## src/cco_map.svh

```systemverilog
/*
  Opcode field encodings and condition-code bit positions
  for the clear and compare decoder. Included by the package and the decoder.
*/
`ifndef CCO_MAP_SVH
`define CCO_MAP_SVH

`define CCO_CLR_PREFIX 8'h42
`define CCO_CMP_PREFIX 4'hb
`define CCO_SZ_BYTE 2'h0
`define CCO_SZ_WORD 2'h1
`define CCO_SZ_LONG 2'h2
`define CCO_OPM_CMP_B 3'h0
`define CCO_OPM_CMP_W 3'h1
`define CCO_OPM_CMP_L 3'h2
`define CCO_OPM_COMPARE_ADDRESS_REG_OP_W 3'h3
`define CCO_OPM_COMPARE_ADDRESS_REG_OP_L 3'h7
`define CCO_EA_DREG 3'h0
`define CCO_EA_AREG 3'h1
`define CCO_EA_IND 3'h2
`define CCO_EA_POSTINC 3'h3
`define CCO_EA_PREDEC 3'h4
`define CCO_EA_DISP 3'h5
`define CCO_EA_INDEX 3'h6
`define CCO_EA_EXT 3'h7
`define CCO_EXT_ABS_W 3'h0
`define CCO_EXT_ABS_L 3'h1
`define CCO_EXT_PC_DISP 3'h2
`define CCO_EXT_PC_INDEX 3'h3
`define CCO_EXT_IMM 3'h4
`define CCO_CC_X 4
`define CCO_CC_N 3
`define CCO_CC_Z 2
`define CCO_CC_V 1
`define CCO_CC_C 0

`endif

```

## src/cco_pkg.sv

```systemverilog
/*
  Types for the clear and compare decoder.
  Assumes cco_map.svh is on the include path.
*/
`include "cco_map.svh"

package cco_pkg;
  typedef enum logic [1:0] {
    CCO_SIZE_BYTE = `CCO_SZ_BYTE,
    CCO_SIZE_WORD = `CCO_SZ_WORD,
    CCO_SIZE_LONG = `CCO_SZ_LONG
  } cco_size_e;

  typedef enum logic [2:0] {
    CCO_IDLE = 3'h1,
    CCO_BUSY = 3'h2,
    CCO_DONE = 3'h4
  } cco_state_e;

  typedef logic [4:0] cco_ccr_t;
endpackage

```

## src/cco_decoder.sv

```systemverilog
/*
  Decoder and datapath for the clear, data-register compare and
  address-register compare operations. Assumes the core supplies the opcode
  with a one-cycle start pulse, the source operand already fetched (word
  and byte data in the low bits), the destination register values and the
  current condition codes, all on mclk.
  Starts must come at least three cycles apart. A start that arrives while
  an operation is in flight is ignored without notice. Results hold until
  the next accepted start.
*/
`timescale 1ns/100ps
`include "cco_map.svh"

// How it works
// RULE1 - clear writes zero, sets Z, clears NVC
// RULE2 - clear size 00 byte, 01 word, 10 long
// RULE3 - clear destination only data-alterable modes
// RULE4 - data compare subtracts source, register unchanged
// RULE5 - data compare flags N Z V C, X kept
// RULE6 - data compare register field, opmode 000/001/010
// RULE7 - data compare any mode, address direct not byte
// RULE8 - address compare, word source sign-extended
// RULE9 - address compare flags N Z V C, X kept
// RULE10 - address compare opmode 011 word, 111 long
// RULE11 - address compare accepts every addressing mode
// RULE12 - clear opcode 01000010 in bits 15..8
// RULE13 - compare opcodes 1011 in bits 15..12
module cco_decoder #(
  parameter int DATA_W = 32
) (
  input wire logic mclk,
  input wire logic sys_rst,
  input wire logic start,
  input wire logic [15:0] opcode,
  input wire logic [DATA_W-1:0] src_operand,
  input wire logic [DATA_W-1:0] data_register,
  input wire logic [DATA_W-1:0] address_register,
  input wire cco_pkg::cco_ccr_t ccr_in,
  output logic done,
  output logic illegal,
  output logic [2:0] reg_sel,
  output logic dst_write,
  output logic [DATA_W-1:0] dst_data,
  output logic [3:0] dst_byte_en,
  output logic [5:0] dst_ea,
  output cco_pkg::cco_ccr_t ccr_out,
  output logic ccr_write
);
  import cco_pkg::*;

  // ********************************
  // Helpers
  // ********************************
  // Byte enables for a size
  function automatic logic [3:0] size_mask(input logic [1:0] sz);
    unique case (sz)
      `CCO_SZ_BYTE: size_mask = 4'h1;
      `CCO_SZ_WORD: size_mask = 4'h3;
      default: size_mask = 4'hf;
    endcase
  endfunction

  // Signed overflow from operand and result signs
  function automatic logic sub_overflow(input logic dm, input logic sm, input logic rm);
    sub_overflow = (dm != sm) && (rm != dm);
  endfunction

  // Subtract and form N Z V C at the given size
  function automatic logic [3:0] sub_flags(input logic [31:0] d, input logic [31:0] s,
                                           input logic [1:0] sz);
    logic [32:0] diff;
    logic n;
    logic z;
    logic v;
    logic c;
    logic dm;
    logic sm;
    diff = {1'b0, d} - {1'b0, s};
    n = 1'b0;
    z = 1'b0;
    v = 1'b0;
    c = 1'b0;
    dm = 1'b0;
    sm = 1'b0;
    unique case (sz)
      `CCO_SZ_BYTE: begin
        n = diff[7];
        z = (diff[7:0] == 8'h00);
        c = (d[7:0] < s[7:0]);
        dm = d[7];
        sm = s[7];
      end
      `CCO_SZ_WORD: begin
        n = diff[15];
        z = (diff[15:0] == 16'h0000);
        c = (d[15:0] < s[15:0]);
        dm = d[15];
        sm = s[15];
      end
      default: begin
        n = diff[31];
        z = (diff[31:0] == 32'h0000_0000);
        c = diff[32];
        dm = d[31];
        sm = s[31];
      end
    endcase
    v = sub_overflow(dm, sm, n);
    sub_flags = {n, z, v, c};
  endfunction

  // ********************************
  // Address-mode and size checks
  // ********************************
  // Clear destination: data-alterable modes only
  function automatic logic ea_data_alterable(input logic [2:0] mode, input logic [2:0] rn);
    logic ok;
    ok = 1'b0;
    unique case (mode)
      `CCO_EA_DREG: ok = 1'b1;
      `CCO_EA_AREG: ok = 1'b0;
      `CCO_EA_IND: ok = 1'b1;
      `CCO_EA_POSTINC: ok = 1'b1;
      `CCO_EA_PREDEC: ok = 1'b1;
      `CCO_EA_DISP: ok = 1'b1;
      `CCO_EA_INDEX: ok = 1'b1;
      `CCO_EA_EXT: ok = (rn == `CCO_EXT_ABS_W) || (rn == `CCO_EXT_ABS_L);
    endcase
    ea_data_alterable = ok;
  endfunction

  // Compare source: every mode, register codes above immediate unused
  function automatic logic ea_any_source(input logic [2:0] mode, input logic [2:0] rn);
    logic ok;
    ok = 1'b0;
    unique case (mode)
      `CCO_EA_DREG: ok = 1'b1;
      `CCO_EA_AREG: ok = 1'b1;
      `CCO_EA_IND: ok = 1'b1;
      `CCO_EA_POSTINC: ok = 1'b1;
      `CCO_EA_PREDEC: ok = 1'b1;
      `CCO_EA_DISP: ok = 1'b1;
      `CCO_EA_INDEX: ok = 1'b1;
      `CCO_EA_EXT: ok = (rn <= `CCO_EXT_IMM);
    endcase
    ea_any_source = ok;
  endfunction

  // Clear size field: 11 names no size
  function automatic logic clr_size_ok(input logic [1:0] sz);
    logic ok;
    ok = 1'b0;
    unique case (sz)
      `CCO_SZ_BYTE: ok = 1'b1;
      `CCO_SZ_WORD: ok = 1'b1;
      `CCO_SZ_LONG: ok = 1'b1;
      2'h3: ok = 1'b0;
    endcase
    clr_size_ok = ok;
  endfunction

  // Operation size named by a compare opmode
  function automatic logic [1:0] opmode_size(input logic [2:0] opm);
    logic [1:0] sz;
    sz = `CCO_SZ_LONG;
    unique case (opm)
      `CCO_OPM_CMP_B: sz = `CCO_SZ_BYTE;
      `CCO_OPM_CMP_W: sz = `CCO_SZ_WORD;
      `CCO_OPM_CMP_L: sz = `CCO_SZ_LONG;
      `CCO_OPM_COMPARE_ADDRESS_REG_OP_W: sz = `CCO_SZ_WORD;
      `CCO_OPM_COMPARE_ADDRESS_REG_OP_L: sz = `CCO_SZ_LONG;
      default: sz = `CCO_SZ_LONG;
    endcase
    opmode_size = sz;
  endfunction

  // Word widened to a long by copying bit 15
  function automatic logic [31:0] sext_word(input logic [31:0] s);
    sext_word = {{16{s[15]}}, s[15:0]};
  endfunction

  // ********************************
  // Decode
  // ********************************
  wire logic [2:0] ea_mode = opcode[5:3];
  wire logic [2:0] ea_reg = opcode[2:0];
  wire logic [2:0] opmode = opcode[8:6];
  wire logic is_clr = (opcode[15:8] == `CCO_CLR_PREFIX); // RULE12
  wire logic is_cmpgrp = (opcode[15:12] == `CCO_CMP_PREFIX); // RULE13
  wire logic is_cmp = is_cmpgrp && (opmode == `CCO_OPM_CMP_B || opmode == `CCO_OPM_CMP_W
                                    || opmode == `CCO_OPM_CMP_L); // RULE6
  wire logic is_compare_address_reg_op = is_cmpgrp && (opmode == `CCO_OPM_COMPARE_ADDRESS_REG_OP_W || opmode == `CCO_OPM_COMPARE_ADDRESS_REG_OP_L); // RULE10
  wire logic [1:0] clr_size = opcode[7:6]; // RULE2
  wire logic [1:0] cmp_size = opmode_size(opmode); // RULE6
  // Clear: no address direct, only absolute forms under mode 111, size 11 illegal
  wire logic clr_ok = clr_size_ok(clr_size) && ea_data_alterable(ea_mode, ea_reg); // RULE2 RULE3
  // Data compare: all modes, address direct not at byte
  wire logic cmp_ok = ea_any_source(ea_mode, ea_reg)
                      && !(ea_mode == `CCO_EA_AREG && cmp_size == `CCO_SZ_BYTE); // RULE7
  wire logic compare_address_reg_op_ok = ea_any_source(ea_mode, ea_reg); // RULE11
  wire logic legal = (is_clr && clr_ok) || (is_cmp && cmp_ok) || (is_compare_address_reg_op && compare_address_reg_op_ok);
  // Word source sign-extended for the address compare
  wire logic [31:0] compare_address_reg_op_src = (opmode_size(opmode) == `CCO_SZ_WORD) ?
                               sext_word(src_operand[31:0]) : src_operand[31:0]; // RULE8
  wire logic [3:0] cmp_nzvc = sub_flags(data_register[31:0], src_operand[31:0], cmp_size); // RULE4 RULE5
  wire logic [3:0] compare_address_reg_op_nzvc = sub_flags(address_register[31:0], compare_address_reg_op_src, `CCO_SZ_LONG); // RULE8 RULE9
  wire logic [3:0] next_nzvc = is_clr ? 4'h4 : (is_cmp ? cmp_nzvc : compare_address_reg_op_nzvc); // RULE1
  wire logic [2:0] next_reg_sel = is_clr ? ea_reg : opcode[11:9];

  // ********************************
  // Sequencing
  // ********************************
  cco_state_e state;
  cco_state_e next_state;

  always_comb begin
    next_state = state;
    unique case (state)
      CCO_IDLE: if (start) begin
        next_state = CCO_BUSY;
      end
      CCO_BUSY: next_state = CCO_DONE;
      CCO_DONE: next_state = CCO_IDLE;
      default: next_state = CCO_IDLE;
    endcase
  end

  wire logic take = (state == CCO_IDLE) && start;

  always_ff @(posedge mclk or posedge sys_rst) begin
    if (sys_rst) begin
      state <= CCO_IDLE;
    end else begin
      state <= next_state;
    end
  end

  // ********************************
  // Result registers
  // ********************************
  always_ff @(posedge mclk or posedge sys_rst) begin
    if (sys_rst) begin
      illegal <= 1'b0;
    end else if (take) begin
      illegal <= !legal;
    end
  end

  always_ff @(posedge mclk or posedge sys_rst) begin
    if (sys_rst) begin
      reg_sel <= 3'h0;
    end else if (take) begin
      reg_sel <= next_reg_sel;
    end
  end

  // Destination strobe and enables, clear only
  always_ff @(posedge mclk or posedge sys_rst) begin
    if (sys_rst) begin
      dst_write <= 1'b0;
    end else if (take) begin
      dst_write <= legal && is_clr; // RULE1 RULE4 RULE8
    end
  end

  always_ff @(posedge mclk or posedge sys_rst) begin
    if (sys_rst) begin
      dst_data <= '0;
    end else if (take) begin
      dst_data <= '0; // RULE1
    end
  end

  always_ff @(posedge mclk or posedge sys_rst) begin
    if (sys_rst) begin
      dst_byte_en <= 4'h0;
    end else if (take) begin
      dst_byte_en <= is_clr ? size_mask(clr_size) : 4'h0; // RULE2
    end
  end

  always_ff @(posedge mclk or posedge sys_rst) begin
    if (sys_rst) begin
      dst_ea <= 6'h00;
    end else if (take) begin
      dst_ea <= opcode[5:0];
    end
  end

  // Flags, with X passed through
  always_ff @(posedge mclk or posedge sys_rst) begin
    if (sys_rst) begin
      ccr_out <= '0;
    end else if (take) begin
      ccr_out <= {ccr_in[`CCO_CC_X], next_nzvc}; // RULE5 RULE9
    end
  end

  always_ff @(posedge mclk or posedge sys_rst) begin
    if (sys_rst) begin
      ccr_write <= 1'b0;
    end else if (take) begin
      ccr_write <= legal;
    end
  end

  assign done = (state == CCO_DONE);
endmodule

```

## config.mk

```make
export PLATFORM = sky130hd
export DESIGN_NAME = cco_decoder
export DESIGN_NICKNAME = d
export VERILOG_FILES = /design/src/cco_pkg.sv /design/src/cco_decoder.sv
export VERILOG_INCLUDE_DIRS = /design/src
export SDC_FILE = /design/constraint.sdc
export NUM_CORES = 1
export LEC_CHECK = 0
export CAP_MARGIN = 10
export CORE_AREA = 4 4 115 117
export DETAILED_ROUTE_END_ITERATION = 7
export DIE_AREA = 0 0 119 121
export DONT_BUFFER_PORTS = 1
export SLEW_MARGIN = 20
export SYNTH_ARGS = -nofsm -noshare
export SYNTH_HDL_FRONTEND = slang
export SYNTH_SLANG_ARGS = --single-unit
export TNS_END_PERCENT = 30
```

## constraint.sdc

```tcl
create_clock -name mclk -period 4.2 [get_ports mclk]
set_input_delay 0.42 -clock mclk [delete_from_list [all_inputs] [get_ports mclk]]
set_output_delay 0.42 -clock mclk [all_outputs]
set_load 0.01 [all_outputs]
```

Yosys cells after proc, flatten, opt, wreduce, memory -nomap -nowiden:

Index checks and enable logic that the tools add are counted.

* $add $sub $neg: 2
* order comparisons: 3
* equal/unequal tests: 26
* multiplexer cells: 17
* reductions and logical operators: 33

Operators with widths (count)
* subtractor 32 x 32 -> 33 bit: 2
* zero test 32 bit: 2
* 2-to-1 mux 32 bit: 1
* == test 3 bit (second input constant): 6
* zero test 16 bit: 1
* < comparator 16 bit: 1
* == test 3 x 2 -> 1 bit (second input constant): 5
* case mux 1 bit (2 select lines): 7
* == test 3 x 1 -> 1 bit (second input constant): 4
* logical AND 1 bit: 12
* 2-to-1 mux 4 bit: 3
* zero test 3 bit: 3
* == test 8 x 7 -> 1 bit (second input constant): 1
* zero test 8 bit: 1
* < comparator 8 bit: 1
* case mux 4 bit (2 select lines): 1
* OR reduction 7 bit: 1
* logical OR 1 bit: 6
* 2-to-1 mux 3 bit: 2
* case mux 3 bit (2 select lines): 1
* OR reduction 6 bit: 1
* == test 2 x 1 -> 1 bit (second input constant): 2
* == test 2 bit (second input constant): 2
* == test 4 bit (second input constant): 1
* other kinds (9): 14

* register bits: 24
* output and inout bits: 54
* word-level logic and storage cells: 89

Logic depth before layout (Yosys ltp):

Gate-level depths: netlist of run 1.

* depth after elaboration: 11
* gate-level depth with buffers: 16
* gate-level depth less buffers: 15

Least setup slack after synthesis of run 1:

No wires, ideal clock.

* path kind: input-to-reg
* from: input port opcode[6]
* to: register ccr_out[0]
* setup time: 0.121 ns
* arrival time: 3.359 ns
* data required time: 4.079 ns
* setup slack: 0.720 ns
* stages on the path: 16
* path buffers: 2
* cell sequence: clkbuf_1 -> nand2_1 -> nor2_1 -> clkbuf_1 -> a21oi_1 -> ha_1 -> a21oi_1 -> o21ai_0 -> a21oi_1 -> nor2b_1 -> o21ai_0 -> a31oi_1 -> a31o_2 -> a21oi_1 -> or2_0 -> a22o_1

* word-level cells in the longest chain between the ends: 8
* elaborated cells between the ends (all ways): 16
* classes of those cells: add/sub (1); eq/ne (4); mux (5); reduce/logical (6)

RTL lines
* start: declaration: line cco_decoder.sv:34 `input wire logic [15:0] opcode,`
* == test 3 x 1 -> 1 bit / == test 3 x 2 -> 1 bit (equally long branches): line cco_decoder.sv:166 `unique case (opm)`
* OR reduction 2 bit (no line)
* case mux 2 bit (2 select lines): line cco_decoder.sv:166
* == test 2 x 1 -> 1 bit: line cco_decoder.sv:85 `unique case (sz)`
* 2-to-1 mux 32 bit: line cco_decoder.sv:203 `` wire logic [31:0] compare_address_reg_op_src = (opmode_size(opmode) == `CCO_SZ_WORD) ? ``
* subtractor 32 x 32 -> 33 bit: line cco_decoder.sv:78 `diff = {1'b0, d} - {1'b0, s};`
* 2-to-1 mux 4 bit (*) (2 in series): line cco_decoder.sv:207 `wire logic [3:0] next_nzvc = is_clr ? 4'h4 : (is_cmp ? cmp_nzvc : compare_address_reg_op_nzvc);`
* end signal: assignment: line cco_decoder.sv:295 `` ccr_out <= {ccr_in[`CCO_CC_X], next_nzvc}; ``
* end: declaration: line cco_decoder.sv:46 `output cco_pkg::cco_ccr_t ccr_out,`

Mark *: on every way between the ends. The rest lies on a longest branch, timed or not.
A chain may end at the register's enable or synchronous reset.

Worst setup path after layout of run 1:

* from: input port opcode[8]
* to: register ccr_out[2]

* word-level cells in the longest chain between the ends: 9
* elaborated cells between the ends (all ways): 18
* classes of those cells: add/sub (1); eq/ne (5); mux (5); reduce/logical (7)

RTL lines
* == test 3 x 1 -> 1 bit / == test 3 x 2 -> 1 bit (equally long branches): line cco_decoder.sv:166
* OR reduction 2 bit (no line)
* case mux 2 bit (2 select lines): line cco_decoder.sv:166
* == test 2 x 1 -> 1 bit: line cco_decoder.sv:85
* 2-to-1 mux 32 bit: line cco_decoder.sv:203
* subtractor 32 x 32 -> 33 bit: line cco_decoder.sv:78
* zero test 32 bit: line cco_decoder.sv:102 `z = (diff[31:0] == 32'h0000_0000);`
* 2-to-1 mux 4 bit: line cco_decoder.sv:207
* 2-to-1 mux 4 bit (*): line cco_decoder.sv:207

Marks and branches as above.

==> results of run 1 <==
==> placed cells by master, fill, tap and decap left out, types with 3 or more instances in the layout <==
cell / count
a21oi_1: 78
nand2_1: 73
ha_1: 64
inv_1: 58
o21ai_0: 33
nor2_1: 32
conb_1: 32
dfrtp_1: 22
a21o_1: 21
nand3_1: 15
xor2_1: 15
nor3_1: 14
nand4_1: 13
o21a_1: 13
o211ai_1: 10
xnor2_1: 9
nor2b_1: 8
o31ai_1: 8
nor4_1: 8
and3_1: 7
a31oi_1: 7
a211oi_1: 7
o2111ai_1: 7
buf_4: 7
o21ai_1: 6
mux2i_1: 6
nor3b_1: 5
o22ai_1: 5
nand2b_1: 5
or3_1: 4
a22oi_1: 4
o221ai_1: 4
nor4b_1: 3
o211a_1: 3
or2_2: 3
a2111oi_0: 3
o21bai_1: 3
clkbuf_16: 3
==> cell families after synthesis <==
group,synth area share [%]
other cells,0.0740
simple gates,22.3
flops,11.4
xor+xnor,4.15
mux,1.41
fa+ha+maj,15.8
buf+inv,11.6
compound gates,33.4
==> power by group <==
group          total, mW  internal (mW)  switching (mW)
Clock              0.206          0.128          0.0784
Combinational      0.815          0.326           0.489
Sequential         0.397          0.303          0.0937
==> cells in the mapped netlist (5+ instances only) <==
library cell / count / area share [%]
nand2b_1: 5 / 0.62
nor2b_1: 8 / 0.99
nor3_1: 14 / 1.4
a21o_1: 21 / 3.1
o21ai_1: 6 / 0.59
o22ai_1: 5 / 0.62
nand2_1: 73 / 5.4
xnor2_1: 9 / 1.6
buf_4: 33 / 4.9
o21ai_0: 33 / 3.3
nor3b_1: 5 / 0.74
mux2i_1: 6 / 1.2
nor4_1: 8 / 0.99
a211oi_1: 7 / 1.0
nand3_1: 15 / 1.5
dfrtp_1: 22 / 11
clkbuf_1: 14 / 1.0
o2111ai_1: 7 / 1.2
a31oi_1: 7 / 0.86
ha_1: 64 / 16
xor2_1: 15 / 2.6
inv_1: 58 / 4.3
o21a_1: 13 / 1.9
and3_1: 7 / 0.86
nor2_1: 32 / 2.4
o211ai_1: 10 / 1.5
a21oi_1: 78 / 7.7
o31ai_1: 8 / 1.2
nand4_1: 13 / 1.6
==> path summary, 6_finish.rpt <==
path | from | to | slack [ns] | cells after the start
max | opcode[8] | ccr_out[2]$_DFFE_PP0P_ | 0.72 | 16
min | sys_rst | dst_ea[1]$_DFFE_PP0P_ | 0.22 | 1
max reg2reg | state[0]$_DFFE_PP1P_ | ccr_out[2]$_DFFE_PP0P_ | 1.34 | 11
min reg2reg | state[2]$_DFFE_PP0P_ | state[2]$_DFFE_PP0P_ | 0.49 | 1
max in group asynchronous | sys_rst | reg_sel[2]$_DFFE_PP0P_ | 3.45 | 1
min in group mclk | opcode[3] | dst_ea[3]$_DFFE_PP0P_ | 0.27 | 2
==> final cells by class <==
class                   count  share of cell area, %
flip-flops and latches     23                   11.1
multi-input cells         586                   77.6
clock inverters             1                 0.0966
well taps                 172                   4.15
clock buffers               3                   1.45
inverters                  59                   4.52
repair buffers              7                   1.01
==> sequential cells by signal, summed over array words and instances (netlist names) <==
name / flops
reg_sel: 3
illegal: 1
dst_write: 1
dst_byte_en: 3
dst_ea: 6
ccr_write: 1
ccr_out: 5
state: 3
==> routing by layer <==
| metal | vias to the layer above | GRT usage [%] | part of all wire [%] |
|---|---|---|---|
| met2 | 159 | 34.6 | 48 |
| li1 | 2493 | - | - |
| met5 | - | 0 | 0 |
| met1 | 2313 | 25.5 | 44 |
| met4 | 0 | 5.36 | 2.1 |
| met3 | 22 | 3.45 | 5.7 |
==> stage by stage <==
step                power, mW  worst slack [ns]  area (sq um)  instances  hold WS [ns]
finish                   1.42             0.724          5180        851         0.224
global route             1.54             0.411          5180        851         0.269
CTS                      1.42             0.811          5180        851         0.255
detailed placement       1.21             0.569          5100        847         0.481
global placement         1.19             0.611          5100        847         0.436
floorplan                1.06             0.720          5180        723         0.421
==> critical path, cell delays in order <==
cell and delay [ns]:
inv_1 0.14, nand2_1 0.11, nor2_1 0.15, buf_4 0.22, a21oi_1 0.08, ha_1 0.39
a21oi_1 0.16, o21ai_0 0.22, a21oi_1 0.24, o22ai_1 0.10, nor4_1 0.29, o2111ai_1 0.16
nor4_1 0.19, o2111ai_1 0.15, nor4_1 0.44, a21o_1 0.19
==> metrics.yaml, run 1 <==
route:
  wl_microns: 15100
  dr.pass1.iters: 5
  drt_iter0_drc: 362
  ant_nets: 0
  drc: 0
  via_per_inst: 5.86
  wl_per_cell_microns: 17.7
  vias: 4987
clock_network:
  cts.htree.levels: 1
  clockBufferDepth: 2
  clock-sinks: 23
  cts_setup_buffers: 0
  ctsResizeCount: 0
  cts_tree: "built"
  clkTransAtPathRegs_ns: 0.06
  cts_buffers: 3
  cts_root_buf: "clkbuf_16"
  cts_hold_buffers: 0
  clkLatencyLatePin_ns: 0.26
global_routing:
  grt_pass1_vias: 4799
  grt_pass1_wl_microns: 23900
  antenna_found_initial: 0
  track_usage_pct: 19.9
  grt_max_degree: 26
  overflow: 0
timing:
  setup_violations: 0
  report.final.slew_viol_count: 0
  fin_crit_ns: 3.48
  setup-tns-final_ns: 0
  max_slew_margin_pct: 43.4
  clock_skew_ns: 0.00446
  worstMarginPinSlew_ns: 0.848
  rsz0062_at_grt: "no"
  fin_crit_sh_pct: 82.8
  fmax_mhz: 288
  finalHoldViolCount: 0
synthesis:
  yosysWarnings: 0
  syn_area_sq_um: 5070
  syn_area_per_cell_sq_um: 7.32
  ys_seq_area_share_pct: 11.4
  synth-async-reset-ratio_pct: 100
  ys.flop_type: "dfrtp_1"
  synth-edff-count: 0
  synthCells: 692
  ys_seq_elements: 23
  synth_cell_type_count: 86
floorplan:
  dieArea_sq_um: 14400
  die_h_microns: 121
  core.rowCount: 41
  initial_core_util_pct: 41.0
  coreArea_sq_um: 12400
  io_pins: 174
  fp.dieW_microns: 119
placed_design:
  io_buffers: 0
  gp_congestion: 0.862
  post-dp-hpwl_microns: 12900
layout:
  regArea_sq_um: 577
  multi_input_area_sq_um: 4020
  drive_gt1_share_pct: 6.04
  syn2layout_area_growth_pct: 2.20
  fillers: 1288
  diodes: 0
  final_net_count: 864
  final_core_util_pct: 41.9
critical_path:
  critical_path_arrival_ns: 3.68
  required_ns: 4.40
  end_kind: "register"
  critical_path_class: "in -> reg"
  critPathLaunchType: "input port"
  cp_max_fo: 13
pwr:
  power_density_nw_per_um2: 274
  ir_drop_v: 0.000151
  p_leak_nw: 2.41
run_status:
  status: "complete, no violations"
flow_run:
  maxCapViolCount: 0
hold_path:
  hp-class: "in -> async"
(Power assumes the default switching activity.)
==> run 2: changes to the inputs <==
==> constraint.sdc (replaced) <==
create_clock -name mclk -period 3.1 [get_ports mclk]
set_input_delay 0.31 -clock mclk [delete_from_list [all_inputs] [get_ports mclk]]
set_output_delay 0.31 -clock mclk [all_outputs]
set_load 0.01 [all_outputs]
==> run 2 against run 1 <==
  * First-iteration DRC count fell by 33%
  * Global-route usage rose by 1.1 points
  * Non-clock buffer count up 81
  * Utilization increased by 5.9 points
  * Wire length increased by 5.6%
  * Register-to-register slack lost 1.1 ns
  * Count of clock-buffer cells in the layout up 1
  * Final area up 14%
  * Critical path depth is 3 lower
  * Largest cell class unchanged
  * Die area unchanged
  * Clock skew is 0.0034 ns lower
  * Sequential power grew 35%
==> metrics.yaml, run 2 (synthesized netlist as in run 1, its figures left out) <==
layout:
  reg.largest.list: "dst_ea x6, ccr_out x5"
  layout_commonest_cell: "buf_4"
  largest-register: "dst_ea"
  final_core_util_pct: 47.8
  layout_common_cells: "86 x buf_4, 72 x nand2_1, 69 x a21oi_1"
  largest_reg_flops: 6
  diodes: 0
  final_net_count: 945
  drive_gt1_share_pct: 18.7
  fillers: 1263
  syn2layout_area_growth_pct: 16.7
floorplan:
  coreArea_sq_um: 12400
  initial_core_util_pct: 41.0
  fp.dieW_microns: 119
  dieArea_sq_um: 14400
  io_pins: 174
  die_h_microns: 121
  core.rowCount: 41
pwr:
  finalPower_mw: 2.08
  ir_drop_v: 0.000188
  p_leak_nw: 2.82
  power_density_nw_per_um2: 352
flow_run:
  maxCapViolCount: 0
clock_network:
  clock-sinks: 23
  clockBufferDepth: 2
  cts_hold_buffers: 0
  cts_tree: "built"
  clkLatencyLatePin_ns: 0.25
  cts_root_buf: "clkbuf_16"
  clkTransAtPathRegs_ns: 0.06
  cts.htree.levels: 1
  cts_buffers: 3
global_routing:
  grt_pass1_vias: 5239
  grt_max_degree: 25
  antenna_found_initial: 0
  overflow: 0
  track_usage_pct: 21.0
  grt_pass1_wl_microns: 25100
run_status:
  status: "complete, no violations"
timing:
  clock_skew_ns: 0.00107
  max_slew_margin_pct: 44.0
  finalHoldViolCount: 0
  whs_ns: 0.117
  report.final.slew_viol_count: 0
  setup_violations: 0
  fin_crit_ns: 2.86
  fmax_mhz: 350
  worstMarginPinSlew_ns: 0.839
  fin_crit_sh_pct: 92.2
critical_path:
  critical_path_arrival_ns: 3.05
  critical_path_class: "in -> reg"
  critPathLaunchType: "input port"
  required_ns: 3.29
  cp_max_fo: 5
  end_kind: "register"
route:
  wl_microns: 15900
  ant_nets: 0
  drc: 0
  dr.pass1.iters: 4
  via_per_inst: 5.67
  vias: 5285
  drt_iter0_drc: 244
  wl_per_cell_microns: 17.1
placed_design:
  io_buffers: 0
  gp_congestion: 0.849
  post-dp-hpwl_microns: 13800
hold_path:
  hp-class: "in -> async"
## run 2: changes by cell type in the layout (fill, tap and decap cells not counted), sizes merged
cell	change
clkbuf	+1
clkinvlp	+1
inv	-1
clkinv	-1
buf	+81
## run 2: routing by layer
metal | up-vias | wire length, microns | part of all wire [%] | global-route usage (%)
met3 | 21 | 984 | 6.2 | 4.76
met1 | 2472 | 6670 | 42 | 25.1
met2 | 143 | 8020 | 50 | 38.7
li1 | 2649 | - | - | -
met4 | 0 | 222 | 1.4 | 3.84
met5 | - | 0 | 0 | 0
## run 2: timing repair
action | 4_1_cts | 5_1_grt
buffers inserted | 0 | 6
gates resized for setup | 0 | 26
endpoints found under the setup margin | 0 | 3
## run 2: worst paths after layout
check                                           from  cells past startpoint                         end  slack (ns)
worst max-delay path                  src_operand[5]                     13      ccr_out[2]$_DFFE_PP0P_        0.24
worst min-delay path                         sys_rst                      1       dst_ea[2]$_DFFE_PP0P_        0.12
worst max register to register  state[0]$_DFFE_PP1P_                     10      ccr_out[2]$_DFFE_PP0P_        0.26
worst min register to register  state[2]$_DFFE_PP0P_                      1        state[2]$_DFFE_PP0P_        0.46
max in group asynchronous                    sys_rst                      1  dst_byte_en[1]$_DFFE_PP0P_        2.46
min in group mclk                          opcode[5]                      2       dst_ea[5]$_DFFE_PP0P_        0.16
## run 2: cell type report
type / count / area (sq um) / share of cell area (%)
Inverter: 59 / 238 / 4.02
Multi-Input combinational cell: 586 / 4140 / 70.0
Timing Repair Buffer: 88 / 668 / 11.3
Tap cell: 172 / 215 / 3.64
Sequential cell: 23 / 577 / 9.75
Clock buffer: 4 / 78.8 / 1.33
## run 2: worst max-delay path, cell delays in order
cell	delay (ns)
inv_1	0.04
ha_1	0.25
or3_1	0.43
a31oi_1	0.24
a31oi_2	0.12
a21oi_1	0.33
and4b_1	0.23
a211oi_1	0.06
nor4_1	0.36
o2111ai_2	0.16
nor4_2	0.27
buf_4	0.16
a21o_1	0.10
## run 2: metrics by stage
step / worst slack, ns / TNS, ns / instances / instance area (sq um)
4_1_cts: 0.131 / 0 / 926 / 5750
2_1_floorplan: 0.0908 / 0 / 723 / 5200
6_report: 0.241 / 0 / 932 / 5910
3_3_place_gp: -0.0506 / -0.0608 / 922 / 5670
3_5_place_dp: -0.119 / -0.182 / 922 / 5670
5_1_grt: -0.0306 / -0.0306 / 932 / 5910
## run 2: where the power goes
group	total, mW	internal, mW	switching, mW
registers	0.536	0.411	0.125
logic	1.27	0.568	0.705
clock network	0.271	0.175	0.0958
total	2.08	1.15	0.926
